--- src/pkg/nfbr_params.svh ---
// Offsets, field positions, reset values and timing figures of the framer
`ifndef NFBR_PARAMS_SVH
`define NFBR_PARAMS_SVH
// Register indexes; byte address is four times the index
`define NFBR_IDX_RATE 6'h04
`define NFBR_IDX_FRAME 6'h05
`define NFBR_IDX_MODE 6'h06
`define NFBR_IDX_STAT 6'h07
`define NFBR_RST_RATE 8'h00
`define NFBR_RST_FRAME 8'h00
`define NFBR_RST_MODE 8'h00
`define NFBR_RATE_MASK 8'h33
`define NFBR_MODE_MASK 8'hFB
// Bit rate register fields
`define NFBR_TXR_LSB 4
`define NFBR_RXR_LSB 0
// Framing register fields
`define NFBR_NO_TX_PAR 7
`define NFBR_RAW_RX 6
`define NFBR_TFRM 5
`define NFBR_PW_LSB 1
`define NFBR_ANTCL 0
// Mode register fields
`define NFBR_TARGET 7
`define NFBR_OM_LSB 3
`define NFBR_LOAD_LSB 0
// Status register fields
`define NFBR_ST_EN 0
`define NFBR_ST_BUSY 1
`define NFBR_ST_PERR 2
// Frame bytes and target mode codes
`define NFBR_START_BYTE 8'hF0
`define NFBR_OM_PT_A 4'h1
`define NFBR_OM_PT_F 4'h4
// Carrier periods per bit at fc/128
`define NFBR_BIT_FC128 8'h80
// Pulse base widths and usable ranges in carrier periods
`define NFBR_PW_BASE0 7'sd35
`define NFBR_PW_BASE1 7'sd18
`define NFBR_PW_BASE2 7'sd9
`define NFBR_PW_BASE3 7'sd5
`define NFBR_PW_MIN1 7'sd12
`define NFBR_PW_MAX1 7'sd24
`define NFBR_PW_MIN2 7'sd5
`define NFBR_PW_MAX2 7'sd13
`define NFBR_PW_MIN3 7'sd2
`define NFBR_PW_MAX3 7'sd8
`endif

--- src/pkg/nfbr_pkg.sv ---
// Types shared by the framer
package nfbr_pkg;
    typedef enum logic [1:0] {
        NFBR_RATE_106,
        NFBR_RATE_212,
        NFBR_RATE_424,
        NFBR_RATE_848
    } nfbr_rate_t;
    typedef enum logic [1:0] {
        NFBR_SRC_START,
        NFBR_SRC_LEN,
        NFBR_SRC_DATA
    } nfbr_src_t;
    typedef enum {
        NFBR_TX_IDLE,
        NFBR_TX_BYTE,
        NFBR_TX_BIT
    } nfbr_tx_state_t;
endpackage : nfbr_pkg

--- src/logic/nfbr_framer.sv ---
// Bit rate and type A framing configuration with transmit and receive framer
//
// Contract
// - Transmit rate field bits 5:4 selects fc/128, fc/64, fc/32 or fc/16.
// - Receive rate field bits 1:0 uses the same divide-ratio coding.
// - Unsupported pulse width setting for the transmit rate disables transmit and receive instead of a default.
// - Parity suppression sends the data stream with no parity bits.
// - Raw receive puts parity bits into data, skips checks; 106 kbit/s only.
// - Transport frame adds F0 and length on transmit, drops leading F0 on receive.
// - Four-bit pulse width field bits 4:1 sets pause in carrier periods.
// - At fc/128 pause is 35 plus the signed field, 27 to 42.
// - Faster rates use bases 18, 9, 5 with limited ranges; others unsupported.
// - Passive target and detection modes drive field with the load setting.
// - Target with top mode bit set is detection; sub-bits pick type F, A.
//
// The Wishbone slave port was chosen for this implementation.
`timescale 1ns/10ps
`include "nfbr_params.svh"

module nfbr_framer import nfbr_pkg::*; (
    // Clock and reset
    input wire logic mclk,
    input wire logic rst_n,
    // Wishbone slave
    input wire logic wb_cyc_i,
    input wire logic wb_stb_i,
    input wire logic wb_we_i,
    input wire logic [7:0] wb_adr_i,
    input wire logic [3:0] wb_sel_i,
    input wire logic [31:0] wb_dat_i,
    output logic [31:0] wb_dat_o,
    output logic wb_ack_o,
    // Carrier period strobe
    input wire logic carrier_tick,
    // Transmit byte stream
    input wire logic tx_start,
    input wire logic [7:0] tx_len,
    input wire logic tx_valid,
    input wire logic [7:0] tx_data,
    output logic tx_ready,
    output logic tx_busy,
    output logic tx_bit,
    output logic tx_pause,
    // Receive bit stream
    input wire logic rx_frame_start,
    input wire logic rx_bit_valid,
    input wire logic rx_bit,
    output logic rx_byte_valid,
    output logic [7:0] rx_byte,
    output logic rx_parity_err,
    // Configuration outputs
    output logic link_enabled,
    output logic rx_raw_mode,
    output logic antcoll_frame,
    output logic [6:0] pulse_width,
    output logic [1:0] rf_load_sel,
    output logic detect_type_f_rate,
    output logic detect_type_a_rate
);
    logic [7:0] rate_q, frame_q, mode_q;
    logic perr_q, ack_q;
    logic [31:0] dat_q;
    nfbr_rate_t tx_rate, rx_rate;
    logic [3:0] pw_field;
    logic signed [6:0] pw_s, pw_min, pw_max;
    logic pw_ok, transport_frame_enable;
    logic [3:0] op_mode;
    logic is_target, rate_detect, passive_target;
    logic [7:0] bit_len, tick_q;
    logic [3:0] nbit_q;
    logic [8:0] sh_q;
    logic [7:0] left_q;
    nfbr_src_t src_q;
    nfbr_tx_state_t tx_state_q;
    logic [7:0] load_byte;
    logic load_now;
    logic [3:0] rcnt_q;
    logic [7:0] rbyte_q;
    logic rfirst_q;
    logic [7:0] rx_byte_q;
    logic rx_valid_q, rx_done, rx_perr_ev;
    logic [7:0] rx_full;
    logic req, wr_now;
    logic [5:0] idx;
    assign idx = wb_adr_i[7:2];
    assign req = wb_cyc_i && wb_stb_i;
    assign wr_now = req && wb_we_i && ack_q && wb_sel_i[0];
    assign wb_ack_o = ack_q;
    assign wb_dat_o = dat_q;
    assign tx_rate = nfbr_rate_t'(rate_q[`NFBR_TXR_LSB+:2]);
    assign rx_rate = nfbr_rate_t'(rate_q[`NFBR_RXR_LSB+:2]);
    assign pw_field = frame_q[`NFBR_PW_LSB+:4];
    assign transport_frame_enable = frame_q[`NFBR_TFRM];
    assign antcoll_frame = frame_q[`NFBR_ANTCL];
    assign op_mode = mode_q[`NFBR_OM_LSB+:4];
    assign is_target = mode_q[`NFBR_TARGET];
    // Signed pulse offset on a per-rate base
    always_comb begin
        case (tx_rate)
            NFBR_RATE_106: begin
                pw_s = `NFBR_PW_BASE0 + 7'(signed'(pw_field));
                pw_min = `NFBR_PW_BASE0 - 7'sd8;
                pw_max = `NFBR_PW_BASE0 + 7'sd7;
            end
            NFBR_RATE_212: begin
                pw_s = `NFBR_PW_BASE1 + 7'(signed'(pw_field));
                pw_min = `NFBR_PW_MIN1;
                pw_max = `NFBR_PW_MAX1;
            end
            NFBR_RATE_424: begin
                pw_s = `NFBR_PW_BASE2 + 7'(signed'(pw_field));
                pw_min = `NFBR_PW_MIN2;
                pw_max = `NFBR_PW_MAX2;
            end
            default: begin
                pw_s = `NFBR_PW_BASE3 + 7'(signed'(pw_field));
                pw_min = `NFBR_PW_MIN3;
                pw_max = `NFBR_PW_MAX3;
            end
        endcase
    end
    // Codes outside the usable range are unsupported
    assign pw_ok = (pw_s >= pw_min) && (pw_s <= pw_max);
    assign pulse_width = pw_s;
    assign link_enabled = pw_ok;
    // Raw capture only at 106 kbit/s
    assign rx_raw_mode = frame_q[`NFBR_RAW_RX] && (rx_rate == NFBR_RATE_106);
    assign rate_detect = is_target && op_mode[3];
    assign detect_type_f_rate = rate_detect && op_mode[2];
    assign detect_type_a_rate = rate_detect && op_mode[0];
    assign passive_target = is_target
        && (op_mode == `NFBR_OM_PT_A || op_mode == `NFBR_OM_PT_F);
    // Load setting used only while acting as passive target or in detection mode
    assign rf_load_sel = (passive_target || rate_detect) ? mode_q[`NFBR_LOAD_LSB+:2] : 2'b00;
    // Bus answer one cycle after the request; ack drops the cycle after
    always_ff @(posedge mclk or negedge rst_n) begin
        if (!rst_n) begin
            ack_q <= 1'b0;
            dat_q <= 32'h0000_0000;
        end else begin
            ack_q <= req && !ack_q;
            dat_q <= 32'h0000_0000;
            if (req && !ack_q && !wb_we_i) begin
                case (idx)
                    `NFBR_IDX_RATE: dat_q[7:0] <= rate_q;
                    `NFBR_IDX_FRAME: dat_q[7:0] <= frame_q;
                    `NFBR_IDX_MODE: dat_q[7:0] <= mode_q;
                    `NFBR_IDX_STAT: dat_q[7:0] <= {5'b0_0000, perr_q, tx_busy, link_enabled};
                    default: dat_q <= 32'h0000_0000;
                endcase
            end
        end
    end
    always_ff @(posedge mclk or negedge rst_n) begin
        if (!rst_n) begin
            rate_q <= `NFBR_RST_RATE;
            frame_q <= `NFBR_RST_FRAME;
            mode_q <= `NFBR_RST_MODE;
        end else if (wr_now) begin
            if (idx == `NFBR_IDX_RATE) begin
                rate_q <= wb_dat_i[7:0] & `NFBR_RATE_MASK;
            end
            if (idx == `NFBR_IDX_FRAME) begin
                frame_q <= wb_dat_i[7:0];
            end
            if (idx == `NFBR_IDX_MODE) begin
                mode_q <= wb_dat_i[7:0] & `NFBR_MODE_MASK;
            end
        end
    end
    // Sticky parity error; a new error beats a write-one clear
    always_ff @(posedge mclk or negedge rst_n) begin
        if (!rst_n) begin
            perr_q <= 1'b0;
        end else if (rx_perr_ev) begin
            perr_q <= 1'b1;
        end else if (wr_now && idx == `NFBR_IDX_STAT && wb_dat_i[`NFBR_ST_PERR]) begin
            perr_q <= 1'b0;
        end
    end
    assign rx_parity_err = perr_q;
    // Transmit framer
    assign bit_len = `NFBR_BIT_FC128 >> tx_rate;
    assign tx_busy = (tx_state_q != NFBR_TX_IDLE);
    assign tx_bit = (tx_state_q == NFBR_TX_BIT) && sh_q[0];
    assign tx_pause = tx_bit && ({1'b0, tick_q} < {1'b0, pw_s});
    assign tx_ready = (tx_state_q == NFBR_TX_BYTE) && (src_q == NFBR_SRC_DATA)
        && (left_q != 8'h00) && link_enabled;
    always_comb begin
        case (src_q)
            // Start byte then length, which counts itself
            NFBR_SRC_START: load_byte = `NFBR_START_BYTE;
            NFBR_SRC_LEN: load_byte = tx_len + 8'h01;
            default: load_byte = tx_data;
        endcase
    end
    assign load_now = (tx_state_q == NFBR_TX_BYTE)
        && ((src_q != NFBR_SRC_DATA) || (tx_ready && tx_valid));
    always_ff @(posedge mclk or negedge rst_n) begin
        if (!rst_n) begin
            tx_state_q <= NFBR_TX_IDLE;
            src_q <= NFBR_SRC_START;
            left_q <= 8'h00;
            sh_q <= 9'h000;
            nbit_q <= 4'h0;
            tick_q <= 8'h00;
        end else if (!link_enabled) begin
            tx_state_q <= NFBR_TX_IDLE;
        end else begin
            case (tx_state_q)
                NFBR_TX_IDLE: begin
                    if (tx_start) begin
                        src_q <= transport_frame_enable ? NFBR_SRC_START : NFBR_SRC_DATA;
                        left_q <= tx_len;
                        tx_state_q <= NFBR_TX_BYTE;
                    end
                end
                NFBR_TX_BYTE: begin
                    if (src_q == NFBR_SRC_DATA && left_q == 8'h00) begin
                        tx_state_q <= NFBR_TX_IDLE;
                    end else if (load_now) begin
                        // Odd parity in bit 8
                        sh_q <= {~^load_byte, load_byte};
                        // Eight bits per byte without parity
                        nbit_q <= frame_q[`NFBR_NO_TX_PAR] ? 4'h8 : 4'h9;
                        tick_q <= 8'h00;
                        if (src_q == NFBR_SRC_DATA) begin
                            left_q <= left_q - 8'h01;
                        end
                        src_q <= (src_q == NFBR_SRC_START) ? NFBR_SRC_LEN : NFBR_SRC_DATA;
                        tx_state_q <= NFBR_TX_BIT;
                    end
                end
                NFBR_TX_BIT: begin
                    if (carrier_tick) begin
                        if (tick_q == bit_len - 8'h01) begin
                            tick_q <= 8'h00;
                            sh_q <= {1'b0, sh_q[8:1]};
                            nbit_q <= nbit_q - 4'h1;
                            if (nbit_q == 4'h1) begin
                                tx_state_q <= NFBR_TX_BYTE;
                            end
                        end else begin
                            tick_q <= tick_q + 8'h01;
                        end
                    end
                end
                default: tx_state_q <= NFBR_TX_IDLE;
            endcase
        end
    end
    // Receive deframer; parity bit is the ninth bit, checked against the byte and not stored
    assign rx_full = rx_raw_mode ? {rx_bit, rbyte_q[7:1]} : rbyte_q;
    assign rx_done = rx_bit_valid && link_enabled
        && (rcnt_q == (rx_raw_mode ? 4'h7 : 4'h8));
    // Parity checked only outside raw mode
    assign rx_perr_ev = rx_done && !rx_raw_mode && (rx_bit == ^rbyte_q);
    always_ff @(posedge mclk or negedge rst_n) begin
        if (!rst_n) begin
            rcnt_q <= 4'h0;
            rbyte_q <= 8'h00;
            rfirst_q <= 1'b0;
            rx_byte_q <= 8'h00;
            rx_valid_q <= 1'b0;
        end else begin
            rx_valid_q <= 1'b0;
            if (rx_frame_start || !link_enabled) begin
                rcnt_q <= 4'h0;
                rfirst_q <= 1'b1;
            end else if (rx_bit_valid) begin
                if (rx_done) begin
                    rcnt_q <= 4'h0;
                    rfirst_q <= 1'b0;
                    rx_byte_q <= rx_full;
                    rx_valid_q <= !(transport_frame_enable && rfirst_q
                        && rx_full == `NFBR_START_BYTE);
                end else begin
                    rcnt_q <= rcnt_q + 4'h1;
                    rbyte_q <= {rx_bit, rbyte_q[7:1]};
                end
            end
        end
    end
    assign rx_byte = rx_byte_q;
    assign rx_byte_valid = rx_valid_q;
endmodule : nfbr_framer

--- config.mk ---
export PLATFORM = sky130hd
export DESIGN_NAME = nfbr_framer
export DESIGN_NICKNAME = d
export VERILOG_FILES = /design/src/pkg/nfbr_pkg.sv /design/src/logic/nfbr_framer.sv
export VERILOG_INCLUDE_DIRS = /design/src /design/src/pkg
export SDC_FILE = /design/constraint.sdc
export NUM_CORES = 1
export LEC_CHECK = 0
export BUFFER_PORTS_ARGS = -buffer_cell sky130_fd_sc_hd__buf_4
export CORE_ASPECT_RATIO = 1.5
export CORE_UTILIZATION = 23
export CTS_BUF_LIST = sky130_fd_sc_hd__clkbuf_4
export DETAILED_ROUTE_END_ITERATION = 8
export GPL_TIMING_DRIVEN = 1
export PLACE_DENSITY = 0.48
export SYNTH_ARGS = -nofsm -noshare
export SYNTH_HDL_FRONTEND = slang
export SYNTH_SLANG_ARGS = --single-unit
--- constraint.sdc ---
create_clock -name mclk -period 4.1 [get_ports mclk]
set_input_delay 0.205 -clock mclk [delete_from_list [all_inputs] [get_ports mclk]]
set_output_delay 0.205 -clock mclk [all_outputs]
set_load 0.05 [all_outputs]
==> metrics, run 1 <==
number of H-tree levels 3; Clock Sinks 84; Crit Path Category register to output port; worst slew pin tran between 0.7 and 0.8 ns; cells after synthesis slightly above 600; core area approximately 24000 um^2; CTS clk-pin slew, worst paths around 0.14 ns; Power Dens Cells slightly below 400 nW/um^2; RSZ-0062 raised after global routing no; CTS root buffer clkbuf_4; number of synthesized flops with an enable pin 0; initial antenna violation count 1; largest family of logic cells by synthesized area simple AND/OR/NAND/NOR gates; Synth Area in Adders around 7.0%; drt wl/cell 14.2 um; Setup-failing EPs final 0; Syn Std Cell Area between 5000 and 6000 um^2; number of global-route vias before repair 4745; Post-Route Setup TNS 0 ns; DRT Wirelength 14900 um; Vias/cell between 4 and 5; CP Max Fanout 23; Post-Layout Cell Count 1051; layout cell share with drive strength beyond 1 between 20% and 30%; chip height 195 um; worst rel slew slack approximately 50%; post-route ant nets 0; Nets approximately 820; Mean Syn Cell Area 9.36 um^2; hpwl dp between 10000 and 15000 um; post-synthesis mux area share roughly 10%; clk buf depth 2; Overflow after GRT 0; Routability Congestion roughly 0.77; Synth Area in Compound Gates between 10% and 20%; num ports between 100 and 150; drt drc 0; global-route wire length before repair 24400 um; Yosys cell types 72; leak pwr roughly 3.2 nW; clock insertion delay at the later pin of the skew report approximately 0.47 ns; Primary FF master, synth dfrtp_1; Worst Clk Skew between 0.01 and 0.015 ns; Synth Register Bits 84; final worst path period share between 90 and 100%; worst hold margin 0.0586 ns; Global Route Usage Sum between 10% and 20%; placed insts 1008; DRT Pass-1 Iters 4; clock buffer count from CTS 9; XOR/XNOR share of the synthesized area under 10%; min Tclk post-route 3.83 ns; largest net degree at the start of global routing 52; via count ~4700; Die ar. between 20000 and 30000 um^2; VDD IR max between 0.00015 and 0.0002 V; Slew Limit Fails 0; WP data required between 3 and 4 ns; die outline width 130 um; Ys Warns 0; post-synthesis simple-gate area fraction between 10% and 20%; maximum clock rate 0.261 GHz; Starting Density a little under a quarter; CTS tree done; DR iter-0 viols about 220; Arr. time, crit path 3.63 ns; post-synthesis sequential area ratio 36.9%; Rows 70; crit end category output port; Critical Path Source Type register; fillcell total between 2000 and 3000; number of max-cap violations 0; Layout area overhead 24.7%; IO buf count approximately 80; Tightest Hold Check Type input pin to register; Final Hold Violating Endpoints 0; async set-reset flop share out of synthesis 100%; status completed
==> path summary, 6_finish.rpt <==
kind	startpoint	to	slack, ns	depth (start not counted)
worst max-delay path	frame_q[1]	tx_ready	0.27	16
worst min-delay path	carrier_tick	tick_q[0]	0.06	3
worst max register to register	frame_q[1]	rbyte_q[0]	0.55	16
worst min register to register	wb_ack_o	wb_ack_o	0.49	1
max in group asynchronous	rst_n	rate_q[1]	2.86	3
min in group asynchronous	rst_n	sh_q[3]	0.32	2
==> critical path: stages, from the launching register on <==
cell,delay [ns]
dfrtp_2,0.48
inv_1,0.13
ha_1,0.20
xor2_1,0.21
o221a_4,0.26
a21oi_1,0.08
ha_1,0.32
nand2_1,0.07
a311oi_2,0.21
a2111oi_2,0.08
nor2_1,0.12
o21ai_2,0.07
buf_4,0.14
a21o_4,0.22
buf_12,0.16
nor3_4,0.20
buf_6,0.18
==> metrics by stage <==
step / area, um^2 / util, % / power (mW) / setup slack [ns]
finish: 7100 / 29.2 / 2.79 / 0.265
global route: 7100 / 29.2 / 3.02 / 0.00211
CTS: 7050 / 28.9 / 2.83 / 0.0124
detailed placement: 6700 / 27.5 / 2.34 / 0.355
global placement: 6700 / 27.5 / 2.33 / 0.314
floorplan: 5800 / - / 2.05 / 0.00886
==> cell usage in the layout (no fill, tap or decap), types with 15 or more instances in the layout <==
master	count
nor2_1	42
o21ai_0	46
nand3_1	17
nor2b_1	15
a21oi_1	32
xnor2_1	18
buf_4	105
ha_1	31
mux2_2	37
conb_1	24
dfrtp_1	82
nand2_1	48
inv_1	25
dlygate4sd3_1	18
==> layout make-up <==
| cell class | count | area [um^2] | area share [%] |
|---|---|---|---|
| diodes | 1 | 2.50 | 0.0352 |
| clock buffers | 9 | 67.6 | 0.951 |
| clock inverters | 7 | 50.0 | 0.705 |
| inverters | 31 | 120 | 1.69 |
| multi-input cells | 467 | 3310 | 46.6 |
| flip-flops and latches | 84 | 2100 | 29.6 |
| well taps | 324 | 405 | 5.71 |
| repair buffers | 128 | 1040 | 14.7 |
==> power by group <==
group	internal, mW	leakage [nW]	switching, mW
Clock	0.128	0.0608	0.325
Combinational	0.531	2.08	0.614
Sequential	0.993	1.06	0.195
==> Yosys cell counts, drive strengths merged (3+ instances only) <==
cell type  number  share of area, %
dfrtp          84                37
nand2          48               3.2
o21ai          48               4.2
mux2           45               9.4
nor2           44               3.1
a21oi          35               3.3
buf            34               4.4
ha             31               6.8
inv            29               1.9
xnor2          18               2.8
nand3          17               1.5
clkbuf         15              0.99
nor2b          15               1.6
xor2           12               1.8
nor3           10               1.1
and3            9              0.99
nand2b          9              0.99
nor3b           8               1.1
or3             8              0.88
a22oi           6              0.79
o22ai           6              0.66
a211oi          5              0.66
mux2i           5              0.88
o31ai           5              0.66
o41ai           5              0.90
a21o            4              0.66
a31oi           4              0.55
a41oi           4              0.62
or4             4              0.53
a2111oi         3              0.79
nand4           3              0.33
==> flip-flops by register name (all words and copies together) (netlist names), 2 cells and up <==
register	cells
nbit_q	4
mode_q	7
sh_q	9
frame_q	8
rcnt_q	4
src_q	2
left_q	8
rx_byte	8
rbyte_q	8
tick_q	8
tx_state_q	2
wb_dat_o	8
rate_q	4
==> routing by layer <==
metal | track usage, % | wire length (um) | vias to the layer above
met2 | 22.4 | 7890 | 74
met4 | 4.98 | 328 | 0
met5 | 0 | 0 | -
li1 | - | - | 2343
met1 | 14.4 | 6310 | 2216
met3 | 1.93 | 380 | 19
==> logic make-up after synthesis <==
group,Yosys count
xor gates and xnor gates,30
AOI/OAI and AO/OA,143
buffers and inverters,80
DFF,84
muxes,50
and+or+nand+nor,188
adders and majority gates,32
other,1
==> timing repair <==
action / in CTS / in global routing
buffers inserted: 7 / 1
hold endpoints to repair: 80 / 0
endpoints found under the setup margin: 2 / 2
cloned: 0 / 0
pin swaps: 0 / 2
gates resized for setup: 3 / 12
hold buffers: 18 / 0
(Power assumes the default switching activity.)
==> run 2: changes to the inputs <==
ABC_AREA = 1   (was not set)
CORE_UTILIZATION = 50   (was 23)
PLACE_DENSITY = 0.82   (was 0.48)
==> metrics, run 2 <==
status completed; CP Max Fanout 11 (-52%); hpwl dp 10300 um (-10%); drt wl/cell 12.6 um (-11%); num ports 132 (unchanged); Mean Syn Cell Area 7.13 um^2 (-24%); Ys Warns 0 (unchanged); count leader, synth nand2_1; number of global-route vias before repair 5134 (+8.2%); Crit-path slowest cell dfrtp_1; most frequent cells in the layout nand2_1, inv_1, buf_4; core area 11500 um^2 (-53%); number of synthesized flops with an enable pin 0 (unchanged); crit path to tx_ready; clock insertion delay at the later pin of the skew report 0.45 ns (-0.02 ns); Synth Register Bits 84 (unchanged); commonest non-fill, non-tap cell in the layout nand2_1; Internal Power 1.55 mW (-5.9%); Slew Limit Fails 0 (unchanged); worst rel slew slack 36.8% (-13 points); worst slew pin tran 0.944 ns (+0.197 ns); DRT Pass-1 Iters 5 (+1); Routability Congestion 0.857 (+11%); Commonest cells post-synth nand2_1, inv_1, dfrtp_1; VDD IR max 0.000278 V (+70%); IO buf count 78 (unchanged); slowest stage delay, CP 0.53 ns (+0.05 ns); min Tclk post-route 3.70 ns (-0.131 ns); top cell type's share of synthesized area 35.6% (-1.4 points); Largest Register sh_q; Layout area overhead 13.2%; number of max-cap violations 0 (unchanged); Critical Path Source Type register; largest net degree at the start of global routing 52 (unchanged); Final Hold Violating Endpoints 0 (unchanged); CTS tree done; Setup crit start frame_q[3]; final worst path period share 90.3% (-3.2 points); die outline width 90.8 um (-30%); layout cell share with drive strength beyond 1 14.7% (-13 points); post-synthesis sequential area ratio 35.6% (-1.4 points); crit end category output port; RSZ-0062 raised after global routing no; number of H-tree levels 3 (unchanged); Synth area leaders dfrtp_1, nand2_1, inv_1; Tightest Hold Check Type input pin to register; worst hold margin 0.0270 ns (-0.0316 ns); clock network power share 14.7% (-1.6 points); Setup-failing EPs final 0 (unchanged); Starting Density 51.3% (+28 points); Syn Std Cell Area 5910 um^2 (+3.8%); CP most frequent cell nand2_1; Rows 48 (-31%); Overflow after GRT 0 (unchanged); Nets 1010 (+23%); WP data required 3.89 ns (about the same); Arr. time, crit path 3.50 ns (-0.13 ns); critical path cell sequence ha_1 > ha_1 > a21oi_1 > nand2_1 > nor2_1 > nand2_1 > nand2_1 > inv_1 > ha_1 > nand2_1 > o211ai_1 > nand2_1 > o21ai_2 > nand2_4 > nor2_1 > buf_4; clock buffer count from CTS 9 (unchanged); Global Route Usage Sum 23.0% (+11 points); Reg power frac 38.7% (-3.9 points); chip height 135 um (-31%); DR iter-0 viols 248 (+14%); CTS root buffer clkbuf_4; max reg flops 9 (unchanged); Vias/cell 5.18 (+17%); Power Dens Cells 427 nW/um^2 (+8.9%); via count 5514 (+19%); worst reg2reg path depth 18 (+2); Crit Path Category register to output port; async set-reset flop share out of synthesis 100% (unchanged); clk buf depth 2 (unchanged); DRT Wirelength 13400 um (-9.9%); buffers inserted by post-CTS timing repair 0 (-7); P_sw 1.30 mW (+15%); Primary FF master, synth dfrtp_1; initial antenna violation count 1 (unchanged); Worst Clk Skew 0.0199 ns (+0.00898 ns); Post-Route Setup TNS 0 ns (unchanged); FF-to-FF End sh_q[4]; leak pwr 3.49 nW (+9.1%); global-route wire length before repair 23100 um (-5.3%); Yosys cell types 44 (-39%); CTS clk-pin slew, worst paths 0.14 ns (about the same); drt drc 0 (unchanged); Clock Sinks 84 (unchanged); Reg2Reg Setup Slack 0.56 ns (about the same); post-route ant nets 0 (unchanged); RR Startpoint frame_q[3]; Die ar. 12300 um^2 (-52%); cells after synthesis 829 (+36%); Placed Instance Area 6520 um^2 (-2.6%); combinational share of power 46.6% (+5.5 points); fin area 6690 um^2 (-5.8%); cell type with the largest total area after synthesis dfrtp_1; sw frac 45.6% (+4.9 points); maximum clock rate 0.270 GHz (+3.5%)
-- run 2: cell types whose count changed after synthesis, moves of 9 or more --
cell / delta
inv_1: +81
mux2_2: -37
nand4_1: +31
nand2b_1: -9
nor2b_1: -15
nand2_1: +196
a21oi_1: -11
nand3_1: +22
and3_1: -9
o21ai_0: +14
nor2_1: +19
-- run 2: cell type report --
type	count	area (um^2)
Fill cell	1128	4840
Multi-Input combinational cell	609	3170
Sequential cell	84	2100
Timing Repair Buffer	90	688
Inverter	114	428
Tap cell	150	188
Clock buffer	10	75.1
Clock inverter	6	41.3
Antenna cell	1	2.50
-- run 2: logic make-up after synthesis --
group           count (synthesis)  share of synthesized area (%)
fa+ha+maj                      31                           6.56
flops                          84                           35.6
buf+inv                       159                           12.3
other cells                     1                         0.0634
simple gates                  414                           30.9
xor+xnor                       19                           2.81
compound gates                121                           11.8
-- run 2: routing by layer --
layer  vias up  part of all wire [%]  track usage, %  routed length (um)
met4         0                   2.4            8.55                 317
met5         -                     0               0                   0
met1      2544                    42            27.0                5580
li1       2796                     -               -                   -
met2       143                    52            42.2                6980
met3        31                   4.1            3.54                 550
-- run 2: how the worst min path moves through the flow --
stage,start,end,slack [ns],cells after the start
after global routing,wb_dat_i[3],mode_q[3],0.02,3
after CTS,wb_dat_i[2],frame_q[2],0.0008,3
after global placement,rst_n,sh_q[3],0.27,1
after floorplan,rst_n,frame_q[0],-0.09,0
final,wb_dat_i[2],frame_q[2],0.03,3
after detailed placement,rst_n,sh_q[3],0.27,1
-- run 2: worst max-delay path, delay by kind of cell (launching register included) --
| kind | cells | cell delay, ns |
|---|---|---|
| simple gates | 8 | 0.90 |
| fa+ha+maj | 3 | 0.88 |
| flops | 1 | 0.53 |
| compound gates | 3 | 0.41 |
| buf+inv | 2 | 0.32 |
-- run 2: per-stage QoR --
step	total power, mW	util [%]	setup WS (ns)	instances
2_1_floorplan	2.16	-	0.663	852
3_3_place_gp	2.41	56.6	0.675	1042
3_5_place_dp	2.45	56.6	0.588	1042
4_1_cts	2.87	58.0	0.403	1063
5_1_grt	3.10	58.0	0.174	1064
6_report	2.86	58.0	0.396	1064
-- run 2: power groups by stage --
stage	logic, mW	registers, mW	clock network (mW)
CTS	1.33	1.10	0.431
finish	1.33	1.10	0.421
global route	1.51	1.12	0.463
global placement	1.29	1.11	0
detailed placement	1.33	1.12	0
floorplan	1.05	1.10	0
-- run 2: timing repair --
item / CTS / global route
resized for setup: 0 / 0
hold endpoints to repair: 53 / 0
hold buffers: 5 / 0
setup endpoints to repair: 0 / 0
==> run 3: changes to the inputs <==
GPL_TIMING_DRIVEN = 0   (was 1)
==> metrics, run 3 (synthesis gave the netlist of run 2 again) <==
DR iter-0 viols 331 (+33%); VDD IR max 0.000289 V (+3.8%); leak pwr 3.68 nW (+5.3%); clock insertion delay at the later pin of the skew report 0.47 ns (+0.02 ns); Nets 1048 (+3.8%); Setup-failing EPs final 0 (unchanged); Post-Layout Cell Count 1102 (+3.6%); Crit Path Category register to output port; number of global-route vias before repair 5279 (+2.8%); Starting Density 51.3% (unchanged); Final Hold Violating Endpoints 0 (unchanged); DRT Pass-1 Iters 5 (unchanged); status completed; largest net degree at the start of global routing 85 (+63%); hold depth 3 (unchanged); max reg flops 9 (unchanged); die outline width 90.8 um (unchanged); Vias/cell 5.16 (-0.45%); worst rel slew slack 30.7% (-6.1 points); Arr. time, crit path 3.49 ns (about the same); clk buf depth 2 (unchanged); Placed Instance Area 6770 um^2 (+3.8%); drt drc 0 (unchanged); number of H-tree levels 3 (unchanged); Largest Register sh_q; CTS clk-pin slew, worst paths 0.14 ns (about the same); Clock Sinks 84 (unchanged); worst reg2reg path depth 19 (+1); clock buffer count from CTS 9 (unchanged); RSZ-0062 raised after global routing no; buffers inserted by post-CTS timing repair 0 (unchanged); Rows 48 (unchanged); layout cell share with drive strength beyond 1 17.4% (+2.7 points); Worst Clk Skew 0.0257 ns (+0.00585 ns); Global Route Usage Sum 23.9% (+0.88 points); num ports 132 (unchanged); min Tclk post-route 3.69 ns (-0.0127 ns); CTS root buffer clkbuf_4; drt wl/cell 12.8 um (+1.1%); maximum clock rate 0.271 GHz (+0.34%); crit end category output port; CTS tree done; chip height 135 um (unchanged); commonest non-fill, non-tap cell in the layout nand2_1; global-route wire length before repair 23800 um (+3.0%); hpwl dp 11000 um (+7.1%); fillcell total 1094 (-3.0%); Die ar. 12300 um^2 (unchanged); PostCTS Resize Cnt 0 (unchanged); Setup crit start frame_q[1]; number of max-cap violations 0 (unchanged); core area 11500 um^2 (unchanged); FF-to-FF End left_q[5]; worst hold margin 0.0138 ns (-0.0132 ns); IO buf count 78 (unchanged); placed insts 1080 (+3.6%); final worst path period share 90.0% (-0.31 points); DRT Wirelength 14100 um (+4.7%); Overflow after GRT 0 (unchanged); via count 5685 (+3.1%); fin area 6960 um^2 (+4.1%); CP Max Fanout 9 (-2); Routability Congestion 0.863 (+0.65%); WP data required 3.89 ns (about the same); Layout area overhead 17.8%; Slew Limit Fails 0 (unchanged); Hold Path End frame_q[2]; Power Dens Cells 428 nW/um^2 (+0.21%); most frequent cells in the layout nand2_1, inv_1, buf_4; Reg2Reg Setup Slack 0.77 ns (+0.21 ns); Post-Route Setup TNS 0 ns (unchanged); RR Startpoint frame_q[1]; Critical Path Source Type register; post-route ant nets 0 (unchanged); hold_buf cts 5 (unchanged); worst slew pin tran 1.04 ns (+0.0945 ns); initial antenna violation count 0 (-1); hold path startpoint wb_dat_i[2]; Tightest Hold Check Type input pin to register
-- run 3: cell types whose count changed in the layout (fill, tap and decap cells not counted), sizes merged --
| cell | before | now |
|---|---|---|
| buf | 85 | 115 |
| clkbuf | 10 | 18 |
| bufinv | 0 | 1 |
| clkinvlp | 2 | 1 |
-- run 3: critical path, stage by stage (launching register included) --
cell and delay (ns):
dfrtp_1 0.41, buf_2 0.22, inv_1 0.08, ha_1 0.21, inv_1 0.06, nand2_1 0.06, nand3_1 0.08, o221ai_1 0.11
a21oi_1 0.25, inv_1 0.13, ha_1 0.31, inv_1 0.06, nor2_1 0.09, nand4_1 0.10, o21ai_2 0.25, nand2_4 0.18
nor2_1 0.20, buf_4 0.23
-- run 3: worst max-delay path by stage --
| stage | endpoint | cells after the start | slack (ns) |
|---|---|---|---|
| 2_1_floorplan | tx_ready | 14 | 0.66 |
| 3_3_place_gp | left_q[1] | 17 | 0.86 |
| 3_5_place_dp | left_q[2] | 17 | 0.81 |
| 4_1_cts | tx_ready | 15 | 0.42 |
| 5_1_grt | tx_ready | 16 | 0.20 |
| 6_report | tx_ready | 17 | 0.41 |
-- run 3: area by class of cell --
| cell class | instances | area (um^2) | area share (%) |
|---|---|---|---|
| timing repair buffer | 83 | 636 | 9.13 |
| multi-input combinational | 609 | 3170 | 45.5 |
| tap | 150 | 188 | 2.69 |
| clock buffer | 10 | 75.1 | 1.08 |
| sequential | 84 | 2100 | 30.2 |
| clock inverter | 6 | 65.1 | 0.934 |
| inverter | 114 | 428 | 6.14 |
| antenna | 1 | 2.50 | 0.0359 |
| buffer | 45 | 302 | 4.33 |
-- run 3: stage by stage --
| step | util (%) | power (mW) | setup slack [ns] |
|---|---|---|---|
| after floorplan | - | 2.16 | 0.663 |
| after global placement | 58.7 | 2.46 | 0.857 |
| after detailed placement | 58.7 | 2.50 | 0.812 |
| after CTS | 60.4 | 2.99 | 0.417 |
| after global routing | 60.4 | 3.24 | 0.199 |
| final | 60.4 | 2.98 | 0.409 |
-- run 3: per-layer routing --
metal / share of wire (%) / track usage, %
met1: 40 / 27.7
met2: 52 / 43.9
met3: 4.6 / 3.09
met4: 3.1 / 10.5
met5: 0 / 0
-- run 3: power by group --
group / total (mW) / internal (mW) / switching (mW)
Combinational: 1.39 / 0.483 / 0.908
Sequential: 1.11 / 0.975 / 0.131
Clock: 0.485 / 0.193 / 0.293
Total: 2.98 / 1.65 / 1.33
